**config.mk**
```make
export PLATFORM = sky130hd
export DESIGN_NAME = host_memory_address_decoder
export DESIGN_NICKNAME = d
export VERILOG_FILES = /design/src/decoder_pkg.sv /design/src/host_memory_address_decoder.sv /design/src/legacy_attr_decode.sv /design/src/smm_space_decode.sv
export VERILOG_INCLUDE_DIRS = /design/src /design/src/src
export SDC_FILE = /design/constraint.sdc
export NUM_CORES = 1
export LEC_CHECK = 0
export BUFFER_PORTS_ARGS = -buffer_cell sky130_fd_sc_hd__buf_2
export CORE_ASPECT_RATIO = 1.25
export CORE_MARGIN = 1.5
export CORE_UTILIZATION = 53
export CTS_BUF_LIST = sky130_fd_sc_hd__clkbuf_4 sky130_fd_sc_hd__clkbuf_8 sky130_fd_sc_hd__clkbuf_16
export DETAILED_ROUTE_END_ITERATION = 16
export GPL_ROUTABILITY_DRIVEN = 1
export PLACE_DENSITY_LB_ADDON = 0.3
export SYNTH_ARGS = -nofsm -noshare
export SYNTH_HDL_FRONTEND = slang
export SYNTH_SLANG_ARGS = --single-unit
```
**constraint.sdc**
```tcl
create_clock -name clk_in -period 5.2 [get_ports clk_in]
set_clock_uncertainty 0.1 [all_clocks]
set_input_delay 0.52 -clock clk_in [delete_from_list [all_inputs] [get_ports clk_in]]
set_output_delay 0.52 -clock clk_in [all_outputs]
set_load 0.005 [all_outputs]
```
**src/decoder_defs.svh**
```systemverilog
/*
  Constants of the host memory address decoder: address map, register
  offsets, field positions and reset values.
  Assumes a 36-bit host address and a 32-bit register port.
*/
`ifndef DECODER_DEFS_SVH
`define DECODER_DEFS_SVH

// Address map
`define ADDR_W     36
`define DOS_END    36'h0_0007_ffff
`define ISA_LO     36'h0_0008_0000
`define ISA_HI     36'h0_0009_ffff
`define VGA_LO     36'h0_000a_0000
`define VGA_HI     36'h0_000b_ffff
`define ATTR_LO    36'h0_000c_0000
`define ATTR_HI    36'h0_000f_ffff
`define MEG1       36'h0_0010_0000
`define HOLE15_LO  36'h0_00f0_0000
`define HOLE15_HI  36'h0_00ff_ffff
`define APIC_LO    36'h0_fec0_0000
`define APIC_HI    36'h0_fec0_ffff
`define HIGH_SMM_SEGMENT_LO    36'h0_feda_0000
`define HIGH_SMM_SEGMENT_HI    36'h0_fedb_ffff
`define HBIOS_LO   36'h0_fff0_0000
`define HBIOS_HI   36'h0_ffff_ffff
`define FOUR_GB    36'h1_0000_0000
`define TOP_SMM_SEGMENT_UNIT  36'h0_0002_0000

// Legacy attribute layout: two bits per segment, read then write
`define ATTR_W     26
`define F_SEG      4'hc
`define ATTR_RD    1'h0
`define ATTR_WR    1'h1
`define F_RD_IDX   5'h18
`define F_WR_IDX   5'h19

// Register offsets
`define REG_AW     8
`define REG_CTRL   8'h00
`define REG_ATTR   8'h04
`define REG_TOP_OF_LOW_DRAM   8'h08
`define REG_TOM    8'h0c
`define REG_STAT   8'h10

// Control fields
`define CTRL_W     8
`define CTRL_ISA   0
`define CTRL_HOLE  1
`define CTRL_GLB   2
`define CTRL_HIGH  3
`define CTRL_TOP   4
`define CTRL_OPEN  5
`define CTRL_TSZ   7:6

// Reset values
`define CTRL_RST   8'h00
`define ATTR_RST   26'h000_0000
`define TOP_OF_LOW_DRAM_RST   16'h1000
`define TOM_RST    20'h0_1000

`endif

```
**src/decoder_pkg.sv**
```systemverilog
/*
  Types and shared decode function of the host memory address decoder.
  Assumes decoder_defs.svh on the include path.
*/
`include "decoder_defs.svh"

package decoder_pkg;

  typedef enum logic [1:0] {TGT_DRAM, TGT_PCI, TGT_IOAPIC} target_type;

  typedef struct packed {
    logic [`ADDR_W-1:0] addr;
    logic               write;
    logic               smm;
  } txn_type;

  typedef struct packed {
    target_type         target;
    logic [`ADDR_W-1:0] dram_addr;
  } route_type;

  typedef struct packed {
    logic c;
    logic h;
    logic t;
  } smm_act_type;

  // Inclusive address range test
  function automatic logic in_rng(input logic [`ADDR_W-1:0] x,
                                  input logic [`ADDR_W-1:0] lo,
                                  input logic [`ADDR_W-1:0] hi);
    in_rng = (x >= lo) && (x <= hi);
  endfunction

endpackage

```
**src/host_memory_address_decoder.sv**
```systemverilog
/*
  Host memory address decoder. Each processor memory transaction gets
  one target (DRAM, PCI or the interrupt-controller block) and, for
  DRAM, the address to use there. Segment attributes, management RAM
  and the low-DRAM split come from registers on a plain register port.
  Assumes one clock, a synchronous active-low reset, a register master
  that never raises both strobes together, and a processor bus on the
  same clock presenting at most one transaction per cycle.
*/
// Our own choices: the address map and the strobed register port.
`timescale 1ns/1ps
`default_nettype none
`include "decoder_defs.svh"

////////////////////////////////////////////////////////////////////////
// Notes on behaviour
// - Lowest 512 KB routed to DRAM unless a hidden top segment lies there
// - ISA window goes to PCI or DRAM
// - Graphics window goes to PCI by default
// - Eight 16 KB add-in segments with attributes
// - Four 16 KB extended blocks, DRAM or PCI
// - System BIOS block goes to PCI after reset
// - Read and write attributes act independently
// - Read-only shadow sends writes to expansion bus
// - Optional 15 MB hole sent to PCI
// - Above low DRAM, below 4 GB to PCI
// - Top 1 MB below 4 GB is firmware
// - Interrupt-controller 64 KB block never hits DRAM
// - DRAM under the hole reclaimed above 4 GB
// - Management RAM only visible in management or open
// - Compatible segment sends A0000-BFFFF to DRAM
// - High segment translated down to A0000-BFFFF
// - Top segment hits DRAM at same addresses
module host_memory_address_decoder
  import decoder_pkg::*;
(
  input  wire logic               clk_in,
  input  wire logic               rstn_in,
  input  wire logic               ce_in,
  input  wire logic [`REG_AW-1:0] reg_addr_in,
  input  wire logic [31:0]        reg_wdata_in,
  input  wire logic               reg_we_in,
  input  wire logic               reg_re_in,
  output logic [31:0]             reg_rdata_out,
  input  wire logic               txn_valid_in,
  input  wire txn_type            txn_in,
  output logic                    route_valid_out,
  output var  route_type          route_out
);

  ////////////////////////////////////////////////////////////////////////
  // Declarations

  logic [`CTRL_W-1:0] ctrl_r;
  logic [`ATTR_W-1:0] attr_r;
  logic [15:0]        top_of_low_dram_r;
  logic [19:0]        tom_r;
  logic [15:0]        count_r;
  target_type         last_tgt_r;
  logic [31:0]        rdata_r;
  logic               route_valid_r;
  route_type          route_r;

  logic [`ADDR_W-1:0] a;
  logic [`ADDR_W-1:0] top_of_low_dram_addr;
  logic [`ADDR_W-1:0] tom_addr;
  logic [`ADDR_W-1:0] gap;
  logic [`ADDR_W:0]   reclaim_top;
  logic [`ADDR_W-1:0] xlate;
  target_type         tgt_nxt;
  route_type          route_nxt;
  logic [31:0]        rd_mux;
  logic [31:0]        stat_word;

  logic               isa_to_dram;
  logic               hole15_en;
  logic               smram_global_enable;
  logic               smram_high_alias_enable;
  logic               top_smm_segment_enable;
  logic               smram_open;
  logic [1:0]         top_smm_segment_size;

  smm_act_type        smm_act;
  logic               c_hit;
  logic               h_hit;
  logic               t_hit;
  logic               visible;
  logic               smm_dram;
  logic               smm_block;
  logic               attr_hit;
  logic               attr_dram;

  logic               dos;
  logic               isa;
  logic               vga;
  logic               hole15;
  logic               apic;
  logic               hbios;
  logic               below_top_of_low_dram;
  logic               above4;
  logic               reclaim;
  logic               wr;
  logic               take;

  ////////////////////////////////////////////////////////////////////////
  // Configuration fields

  assign isa_to_dram             = ctrl_r[`CTRL_ISA];
  assign hole15_en               = ctrl_r[`CTRL_HOLE];
  assign smram_global_enable     = ctrl_r[`CTRL_GLB];
  assign smram_high_alias_enable = ctrl_r[`CTRL_HIGH];
  assign top_smm_segment_enable  = ctrl_r[`CTRL_TOP];
  assign smram_open              = ctrl_r[`CTRL_OPEN];
  assign top_smm_segment_size    = ctrl_r[`CTRL_TSZ];

  // Boundaries held in 64 KB units
  assign top_of_low_dram_addr   = {4'h0, top_of_low_dram_r, 16'h0000};
  assign tom_addr    = {tom_r, 16'h0000};
  assign gap         = `FOUR_GB - top_of_low_dram_addr;
  assign reclaim_top = {1'b0, tom_addr} + {1'b0, gap};

  ////////////////////////////////////////////////////////////////////////
  // Region decode

  assign a    = txn_in.addr;
  assign take = ce_in & txn_valid_in;

  smm_space_decode u_smm (
    .addr_in        (a),
    .top_of_low_dram_addr_in   (top_of_low_dram_addr),
    .global_en_in   (smram_global_enable),
    .high_en_in     (smram_high_alias_enable),
    .top_en_in      (top_smm_segment_enable),
    .top_size_in    (top_smm_segment_size),
    .active_out     (smm_act),
    .compat_hit_out (c_hit),
    .high_hit_out   (h_hit),
    .top_hit_out    (t_hit)
  );

  legacy_attr_decode u_attr (
    .addr_in     (a),
    .write_in    (txn_in.write),
    .attr_in     (attr_r),
    .hit_out     (attr_hit),
    .to_dram_out (attr_dram)
  );

  assign visible   = txn_in.smm | smram_open;
  assign smm_dram  = visible & (c_hit | h_hit | t_hit);
  // Hidden top segment must not leak DRAM contents
  assign smm_block = t_hit & ~visible;

  assign dos        = (a <= `DOS_END);
  assign isa        = in_rng(a, `ISA_LO, `ISA_HI);
  assign vga        = in_rng(a, `VGA_LO, `VGA_HI);
  // 15 MB hole, APIC block, firmware
  assign hole15     = hole15_en & in_rng(a, `HOLE15_LO, `HOLE15_HI);
  assign apic       = in_rng(a, `APIC_LO, `APIC_HI);
  assign hbios      = in_rng(a, `HBIOS_LO, `HBIOS_HI);
  assign below_top_of_low_dram = (a < top_of_low_dram_addr);
  assign above4     = (a >= `FOUR_GB);
  // reclaimed DRAM window above 4 GB
  assign reclaim    = above4 && ({1'b0, a} < reclaim_top);

  assign tgt_nxt =
    smm_dram   ? TGT_DRAM :
    smm_block  ? TGT_PCI :
    apic       ? TGT_IOAPIC :
    hbios      ? TGT_PCI :
    dos        ? TGT_DRAM :
    isa        ? (isa_to_dram ? TGT_DRAM : TGT_PCI) :
    vga        ? TGT_PCI :
    attr_hit   ? (attr_dram ? TGT_DRAM : TGT_PCI) :
    hole15     ? TGT_PCI :
    below_top_of_low_dram ? TGT_DRAM :
    reclaim    ? TGT_DRAM :
                 TGT_PCI;

  assign xlate = (visible && h_hit) ? (a - `HIGH_SMM_SEGMENT_LO + `VGA_LO) :
                 reclaim            ? (a - gap) :
                                      a;

  assign route_nxt = {tgt_nxt, xlate};

  ////////////////////////////////////////////////////////////////////////
  // Route answer, one cycle after the transaction

  always_ff @(posedge clk_in) begin
    if (!rstn_in) begin
      route_valid_r <= 1'b0;
      route_r       <= '0;
    end else if (ce_in) begin
      route_valid_r <= txn_valid_in;
      if (txn_valid_in) begin
        route_r <= route_nxt;
      end
    end
  end

  // Transaction count and last target for status
  always_ff @(posedge clk_in) begin
    if (!rstn_in) begin
      count_r    <= 16'h0000;
      last_tgt_r <= TGT_DRAM;
    end else if (take) begin
      count_r    <= count_r + 16'h0001;
      last_tgt_r <= tgt_nxt;
    end
  end

  assign route_valid_out = route_valid_r;
  assign route_out       = route_r;

  ////////////////////////////////////////////////////////////////////////
  // Register port

  assign wr = ce_in & reg_we_in;

  // Writes; unmapped offsets are ignored
  always_ff @(posedge clk_in) begin
    if (!rstn_in) begin
      ctrl_r <= `CTRL_RST;
      attr_r <= `ATTR_RST;
      top_of_low_dram_r <= `TOP_OF_LOW_DRAM_RST;
      tom_r  <= `TOM_RST;
    end else if (wr) begin
      case (reg_addr_in)
        `REG_CTRL: ctrl_r <= reg_wdata_in[`CTRL_W-1:0];
        `REG_ATTR: attr_r <= reg_wdata_in[`ATTR_W-1:0];
        `REG_TOP_OF_LOW_DRAM: top_of_low_dram_r <= reg_wdata_in[15:0];
        `REG_TOM:  tom_r  <= reg_wdata_in[19:0];
        default: ;
      endcase
    end
  end

  assign stat_word = {count_r, 8'h00, 2'h0, last_tgt_r, 1'b0, smm_act};

  // Read select; unmapped offsets read zero
  assign rd_mux = (reg_addr_in == `REG_CTRL) ? {24'h00_0000, ctrl_r} :
                  (reg_addr_in == `REG_ATTR) ? {6'h00, attr_r} :
                  (reg_addr_in == `REG_TOP_OF_LOW_DRAM) ? {16'h0000, top_of_low_dram_r} :
                  (reg_addr_in == `REG_TOM)  ? {12'h000, tom_r} :
                  (reg_addr_in == `REG_STAT) ? stat_word :
                                               32'h0000_0000;

  // Read data stands only in the cycle after the strobe
  always_ff @(posedge clk_in) begin
    if (!rstn_in) begin
      rdata_r <= 32'h0000_0000;
    end else if (ce_in) begin
      rdata_r <= reg_re_in ? rd_mux : 32'h0000_0000;
    end
  end

  assign reg_rdata_out = rdata_r;
endmodule // host_memory_address_decoder

`default_nettype wire

```
**src/legacy_attr_decode.sv**
```systemverilog
/*
  Legacy segment attribute lookup for 0C0000h to 0FFFFFh.
  Assumes the caller gives this result lower priority than management RAM.
*/
`timescale 1ns/1ps
`default_nettype none
`include "decoder_defs.svh"

module legacy_attr_decode
  import decoder_pkg::*;
(
  input  wire logic [`ADDR_W-1:0] addr_in,
  input  wire logic               write_in,
  input  wire logic [`ATTR_W-1:0] attr_in,
  output logic                    hit_out,
  output logic                    to_dram_out
);

  logic [3:0] seg;

  assign hit_out = in_rng(addr_in, `ATTR_LO, `ATTR_HI);
  // eight add-in and four extended blocks, one system block
  assign seg = (addr_in[17:16] == 2'h3) ? `F_SEG : addr_in[17:14];
  assign to_dram_out = write_in ? attr_in[{seg, `ATTR_WR}] : attr_in[{seg, `ATTR_RD}];

endmodule // legacy_attr_decode

`default_nettype wire

```
**src/smm_space_decode.sv**
```systemverilog
/*
  Management RAM segment enables and address hits.
  Assumes the caller applies visibility (management mode or open).
*/
`timescale 1ns/1ps
`default_nettype none
`include "decoder_defs.svh"

module smm_space_decode
  import decoder_pkg::*;
(
  input  wire logic [`ADDR_W-1:0] addr_in,
  input  wire logic [`ADDR_W-1:0] top_of_low_dram_addr_in,
  input  wire logic               global_en_in,
  input  wire logic               high_en_in,
  input  wire logic               top_en_in,
  input  wire logic [1:0]         top_size_in,
  output var  smm_act_type        active_out,
  output logic                    compat_hit_out,
  output logic                    high_hit_out,
  output logic                    top_hit_out
);

  logic [`ADDR_W-1:0] top_size;
  logic [`ADDR_W-1:0] top_base;

  assign active_out = {global_en_in & ~high_en_in,
                       global_en_in & high_en_in,
                       global_en_in & top_en_in};

  // Top segment sits just under the top of low DRAM, 128 KB to 1 MB
  assign top_size = `TOP_SMM_SEGMENT_UNIT << top_size_in;
  assign top_base = top_of_low_dram_addr_in - top_size;

  assign compat_hit_out = active_out.c && in_rng(addr_in, `VGA_LO, `VGA_HI);
  assign high_hit_out = active_out.h && in_rng(addr_in, `HIGH_SMM_SEGMENT_LO, `HIGH_SMM_SEGMENT_HI);
  assign top_hit_out = active_out.t && (top_of_low_dram_addr_in >= top_size) &&
                       (addr_in >= top_base) && (addr_in < top_of_low_dram_addr_in);

endmodule // smm_space_decode

`default_nettype wire
```
; ---- Yosys cells after proc, flatten, opt, wreduce, memory -nomap -nowiden
; Cells that the tools add are included.
[totals]
out_inout_bits = 71
word_cells = 105
in_bits = 84
regBits = 159
[classes]
n_bitwise = 13
addsub = 7
eq_ne = 5
n_reduce_logical = 20
muxes = 27
shifts = 1
order_cmp = 22
[op_table]
columns = op, n
row1 = 32-bit 2-to-1 mux, 6
row2 = 36-bit by 20-bit >= comparator with 1-bit output (second input constant), 3
row3 = 36-bit by 32-bit >= comparator with 1-bit output (second input constant), 3
row4 = 36-bit by 20-bit <= comparator with 1-bit output (second input constant), 3
row5 = 36-bit by 32-bit <= comparator with 1-bit output (second input constant), 3
row6 = 36-bit 2-to-1 mux, 2
row7 = 36-bit by 36-bit adder with 37-bit output, 1
row8 = 36-bit by 37-bit less-than comparator with 1-bit output, 1
row9 = 36-bit by 20-bit adder with 36-bit output (second input constant), 1
row10 = 32-bit by 36-bit >= comparator with 1-bit output, 1
row11 = 36-bit by 24-bit >= comparator with 1-bit output (second input constant), 1
row12 = 36-bit by 33-bit >= comparator with 1-bit output (second input constant), 1
row13 = 36-bit >= comparator, 1
row14 = 36-bit by 19-bit <= comparator with 1-bit output (second input constant), 1
row15 = 36-bit by 24-bit <= comparator with 1-bit output (second input constant), 1
row16 = 36-bit by 32-bit less-than comparator with 1-bit output, 1
row17 = 18-bit by 2-bit << shifter with 36-bit output (first input constant), 1
row18 = 32-bit by 36-bit subtractor with 36-bit output, 1
row19 = 36-bit by 32-bit subtractor with 36-bit output (second input constant), 1
row20 = 36-bit subtractor, 1
row21 = 33-bit by 32-bit subtractor with 34-bit output (first input constant), 1
row22 = 16-bit by 1-bit adder with 16-bit output (second input constant), 1
row23 = 8-bit by 4-bit equality test with 1-bit output (second input constant), 2
row24 = 1-bit logical AND, 14
row25 = other kinds (13), 43

; ---- Depth between registers and ports, before layout
[logic_depth]
depth_word = 15
ltp_mapped = 25
ltp_nobuf = 24

; ---- Cells and area by module
; From an unflattened synthesis, not the netlist that was laid out.
[unflattened]
hier_cells = 1597
hier_area_um2 = 12416.9
[modules_own_cells]
columns = module, seq_area_each_um2, n_inst, area_each_um2, cells_per_inst
row1 = host_memory_address_decoder, 3143.0, 1, 9828.2, 1250
row2 = smm_space_decode, 0.0, 1, 2259.7, 312
row3 = legacy_attr_decode, 0.0, 1, 329.1, 35

; ---- Worst setup path after synthesis
; OpenSTA, ideal clock, no wires.
[synth_timing]
kind = flip-flop to flip-flop
startpoint = register top_of_low_dram_r[2]
endpoint = register route_r, in the netlist route_out[34]
path_stages_with_launch = 24
period_less_slack_ns = 4.914
path_buffers = 0
setup_time_ns = 0.091
path_slack_ns = 0.286
arrival_time_ns = 4.724
required_time_ns = 5.009
path_cell_list = dfxtp_1 nor3_1 nand3_1 nor3_1 nand2_1 xnor2_1 ha_1 a21o_1 nand2_1 o31ai_1 or3_1 a21oi_1 o21bai_1 a21oi_1 xor2_1 ha_1 a21oi_1 o21ai_0 nor4_1 o31ai_1 o311a_1 o31a_1 or3_1 a311oi_1
[synth_via]
elab_chain_cells = 6
elab_cells_between_ends = 7
classes_between = add/sub: 3 / order compare: 1 / mux: 2 / reduce/logical: 1
[synth_rtl]
columns = element, line_no
row1 = "start, declared", host_memory_address_decoder.sv:56  ; logic [15:0] top_of_low_dram_r;
row2 = "start signal, assigned", host_memory_address_decoder.sv:225  ; top_of_low_dram_r <= `TOP_OF_LOW_DRAM_RST;
row3 = "start signal, assigned", host_memory_address_decoder.sv:231  ; `REG_TOP_OF_LOW_DRAM: top_of_low_dram_r <= reg_wdata_in[15:0];
row4 = 33-bit by 32-bit subtractor with 34-bit output (no source line) (*), -
row5 = 36-bit by 36-bit adder with 37-bit output, host_memory_address_decoder.sv:120  ; assign reclaim_top = {1'b0, tom_addr} + {1'b0, gap};
row6 = 36-bit by 37-bit less-than comparator with 1-bit output, host_memory_address_decoder.sv:164  ; assign reclaim = above4 && ({1'b0, a} < reclaim_top);
row7 = 1-bit logical AND, host_memory_address_decoder.sv:164
row8 = 36-bit 2-to-1 mux (*), host_memory_address_decoder.sv:181  ; reclaim ? (a - gap) :
row9 = 36-bit 2-to-1 mux (*), host_memory_address_decoder.sv:180  ; assign xlate = (visible && h_hit) ? (a - `HIGH_SMM_SEGMENT_LO + `VGA_LO) :
row10 = "end signal, assigned", host_memory_address_decoder.sv:196  ; route_r <= route_nxt;
row11 = "end, declared", host_memory_address_decoder.sv:62  ; route_type route_r;
; Mark *: on every way between the ends. The rest lies on a longest branch, timed or not.
; A chain may end at the register's enable or synchronous reset.

; ---- Worst setup path in the final report
[layout_timing]
startpoint = register top_of_low_dram_r[4]
endpoint = register route_r, in the netlist route_out[34]
; The elaborated chain is that of the path after synthesis.

==> reports/qor.yml <==
ioPinCount: 155
cp_slowest_stage_delay_ps: 400
grt_first_pass_wirelength_um: 53900
dp_cells: 1735
diodes: 0
layout-drive-gt1-share: 0.189
start_util: 0.541
path_depth: 23
drtIter0Drc: 1077
tritoncts.num_buffers: 17
p_total_w: 0.00286
grt_pass1_vias: 10500
syn-num-nets: 1542
worst_r2r_endpoint: "route_out[34]"
die_width_um: 129
powerDensity_nw_per_um2: 229
max-clock-path-buffers: 2
path_delay_family: "simple AND/OR/NAND/NOR gates"
routed_wl_um: 34100
final_nets: 1682
ctsHoldBuffers: 0
fin_ws_ps: 113
viasPerCell: 6.07
yosys-top-cells-area: "dfxtp_1, ha_1, nand2_1"
place_ws_ps: -122
dp_hpwl_um: 25300
stdcell_count: 1773
root_buffer: "clkbuf_16"
syn_avg_cell_area_um2: 7.77
clock_sinks: 157
ys_seq_area_frac: 0.298
synthFlopType: "dfxtp_1"
crit_chain: "nor3_4 > nand3_2 > nor3_4 > nand2_2 > xnor2_2 > ha_1 > a21o_1 > nand2_1 > o31ai_2 > or3_1 > a21oi_2 > o21bai_1 > a21oi_1 > xor2_1 > ha_1 > a21oi_2 > o21ai_2 > nor4_2 > o31ai_2 > o311a_1 > o31a_1 > or3_1 > a311oi_1"
cap_viol_max_count: 0
cp_max_fo: 3
r2r-start: "top_of_low_dram_r[4]"
antenna_left: 0
die_h_um: 161
synthToLayoutAreaGrowth_pct: 18.7
grt-ovfl-total: 0
antenna_found_initial: 0
syn_area_um2: 10500
internal_power_w: 0.00208
slew_headroom: 0.282
avgRoutedWirePerCell_um: 19.3
vias: 10800
critPathBufInv: 0
startpoint: "top_of_low_dram_r[4]"
p_clk_frac: 0.449
dr.pass1.iters: 7
drc: 0
pwr-share-comb: 0.120
synth_edf_count: 0
peakVddDrop_mv: 0.212
groute.usage.overall: 0.334
n_fill_cell: 1733
path_clk_slew_ps: 70
worstMarginPinSlew_ps: 1080
worstHoldStart: "reg_wdata_in[22]"
finalCritPeriodShare: 0.978
hold_viol_final: 0
finalCriticalPeriod_ps: 5090
setup_violations: 0
gp_congestion: 0.914
rsz0062_at_grt: "yes"
path_class: "register to register"
maxSlewViolCount: 0
netSwitchingPower_w: 0.000780
die_area_um2: 20700
synth_largest_area_cell: "dfxtp_1"
insertion_delay_ps: 430
yosysTopAreaCellShare: 0.298
outcome: "finished clean"
hold_depth: 3
p_leak_nw: 5.05
seqPwrFrac: 0.431
netlist_instances: 1356
hold_end: "attr_r[22]"
async_flop_share: 0
arrival_ps: 5330
io_buffers: 148
startpoint_type: "register"
num_rows: 57
min_path_type: "input port to register"
rrSetupSlack_ps: 110
fmax_mhz: 197
p_sw_frac: 0.272
r2r_cells: 23
cts_tree: "built"
placeableCoreArea_um2: 19500
htreeDepth: 4
grt_max_degree: 83
yosys_register_bits: 157
required_ps: 5440
yosysUniqueCellTypes: 66
finalSetupTns_ps: 0
holdWs_ps: 242
end_kind: "register"
crit_slowest_cell: "or3_1"
ys_warn_count: 0
-- layer usage --
layer	track usage	part of all wire	wire (um)
met1	0.413	0.40	13600
met2	0.536	0.46	15700
met3	0.0613	0.083	2830
met4	0.205	0.060	2050
met5	0	0	0
-- power groups by stage --
| stage | Clock [W] | Combinational [W] | Sequential, W |
|---|---|---|---|
| 4_1_cts | 0.00129 | 0.000334 | 0.00123 |
| 3_5_place_dp | 0 | 0.000331 | 0.00126 |
| 6_report | 0.00129 | 0.000344 | 0.00123 |
| 2_1_floorplan | 0 | 0.000193 | 0.00126 |
| 3_3_place_gp | 0 | 0.000327 | 0.00126 |
| 5_1_grt | 0.00134 | 0.000377 | 0.00123 |
-- repair_timing --
action                     CTS  global route
gates resized for setup      4            45
setup endpoints to repair    3            21
buffers inserted             0             7
pin swaps                    0            39
-- final cells by class --
type | count | area (um^2) | share of cell area
multi-input cells | 1076 | 7140 | 0.571
repair buffers | 195 | 1100 | 0.0884
clock inverters | 14 | 176 | 0.0141
flip-flops and latches | 157 | 3140 | 0.251
clock buffers | 17 | 425 | 0.0340
inverters | 49 | 184 | 0.0147
well taps | 265 | 332 | 0.0265
-- worst max path at each step --
stage,to,slack (ps)
finish,route_out[34],110
global route,route_out[34],-130
CTS,route_out[34],6
detailed placement,route_out[34],-120
global placement,route_out[34],60
floorplan,route_out[34],290
-- registers in the layout, indices dropped and copies added (netlist names) --
| register | flops |
|---|---|
| route_out | 38 |
| reg_rdata_out | 32 |
| attr_r | 26 |
| tom_r | 20 |
| count_r | 16 |
| top_of_low_dram_r | 16 |
| ctrl_r | 8 |
| route_valid_out | 1 |
-- stage by stage --
step / util / area, um^2
after floorplan: - / 10500
after global placement: 0.597 / 11600
after detailed placement: 0.597 / 11600
after CTS: 0.629 / 12200
after global routing: 0.642 / 12500
final: 0.642 / 12500
-- layout by cell type, fill, tap and decap left out, types with 11 or more instances in the layout --
master     count
buf_2        148
inv_1         48
nand3_1       26
a21boi_0      39
mux2i_1       11
buf_4         44
a31oi_1       14
a222oi_1      12
nor3_1        19
xor2_1        17
nand4_1       21
xnor2_1       41
and3_1        16
nor2b_1       22
nor4_1        12
and2_1        21
o21a_1        14
nor2_1        88
ha_1          95
a21o_1        17
a21oi_1      137
o21ai_0       41
dfxtp_1      156
nand2_1      243
clkbuf_16     17
a22oi_1       17
-- worst register-to-register path, stage by stage (launching register included) --
cell and delay (ps):
dfxtp_2 340, nor3_4 220, nand3_2 140, nor3_4 240
nand2_2 130, xnor2_2 260, ha_1 310, a21o_1 190
nand2_1 90, o31ai_2 70, or3_1 400, a21oi_2 160
o21bai_1 80, a21oi_1 150, xor2_1 180, ha_1 290
a21oi_2 160, o21ai_2 70, nor4_2 250, o31ai_2 130
o311a_1 190, o31a_1 280, or3_1 350, a311oi_1 240
-- cells by family after synthesis --
logic type      count (synthesis)  share of synthesized area
flops                         157                      0.298
compound gates                369                      0.226
buf+inv                       123                     0.0441
fa+ha+maj                     102                      0.123
xor+xnor                       64                     0.0532
mux                            21                     0.0286
simple gates                  520                      0.227
-- cell usage after synthesis, types with 22 or more instances --
cell type / count
a21oi_1: 145
nand3_1: 28
nor2b_1: 22
inv_1: 48
ha_1: 100
clkbuf_1: 70
dfxtp_1: 157
nor3_1: 23
xnor2_1: 46
a21boi_0: 39
nor2_1: 88
nand2_1: 247
o21ai_0: 46
Power figures use the tool's default switching activity.
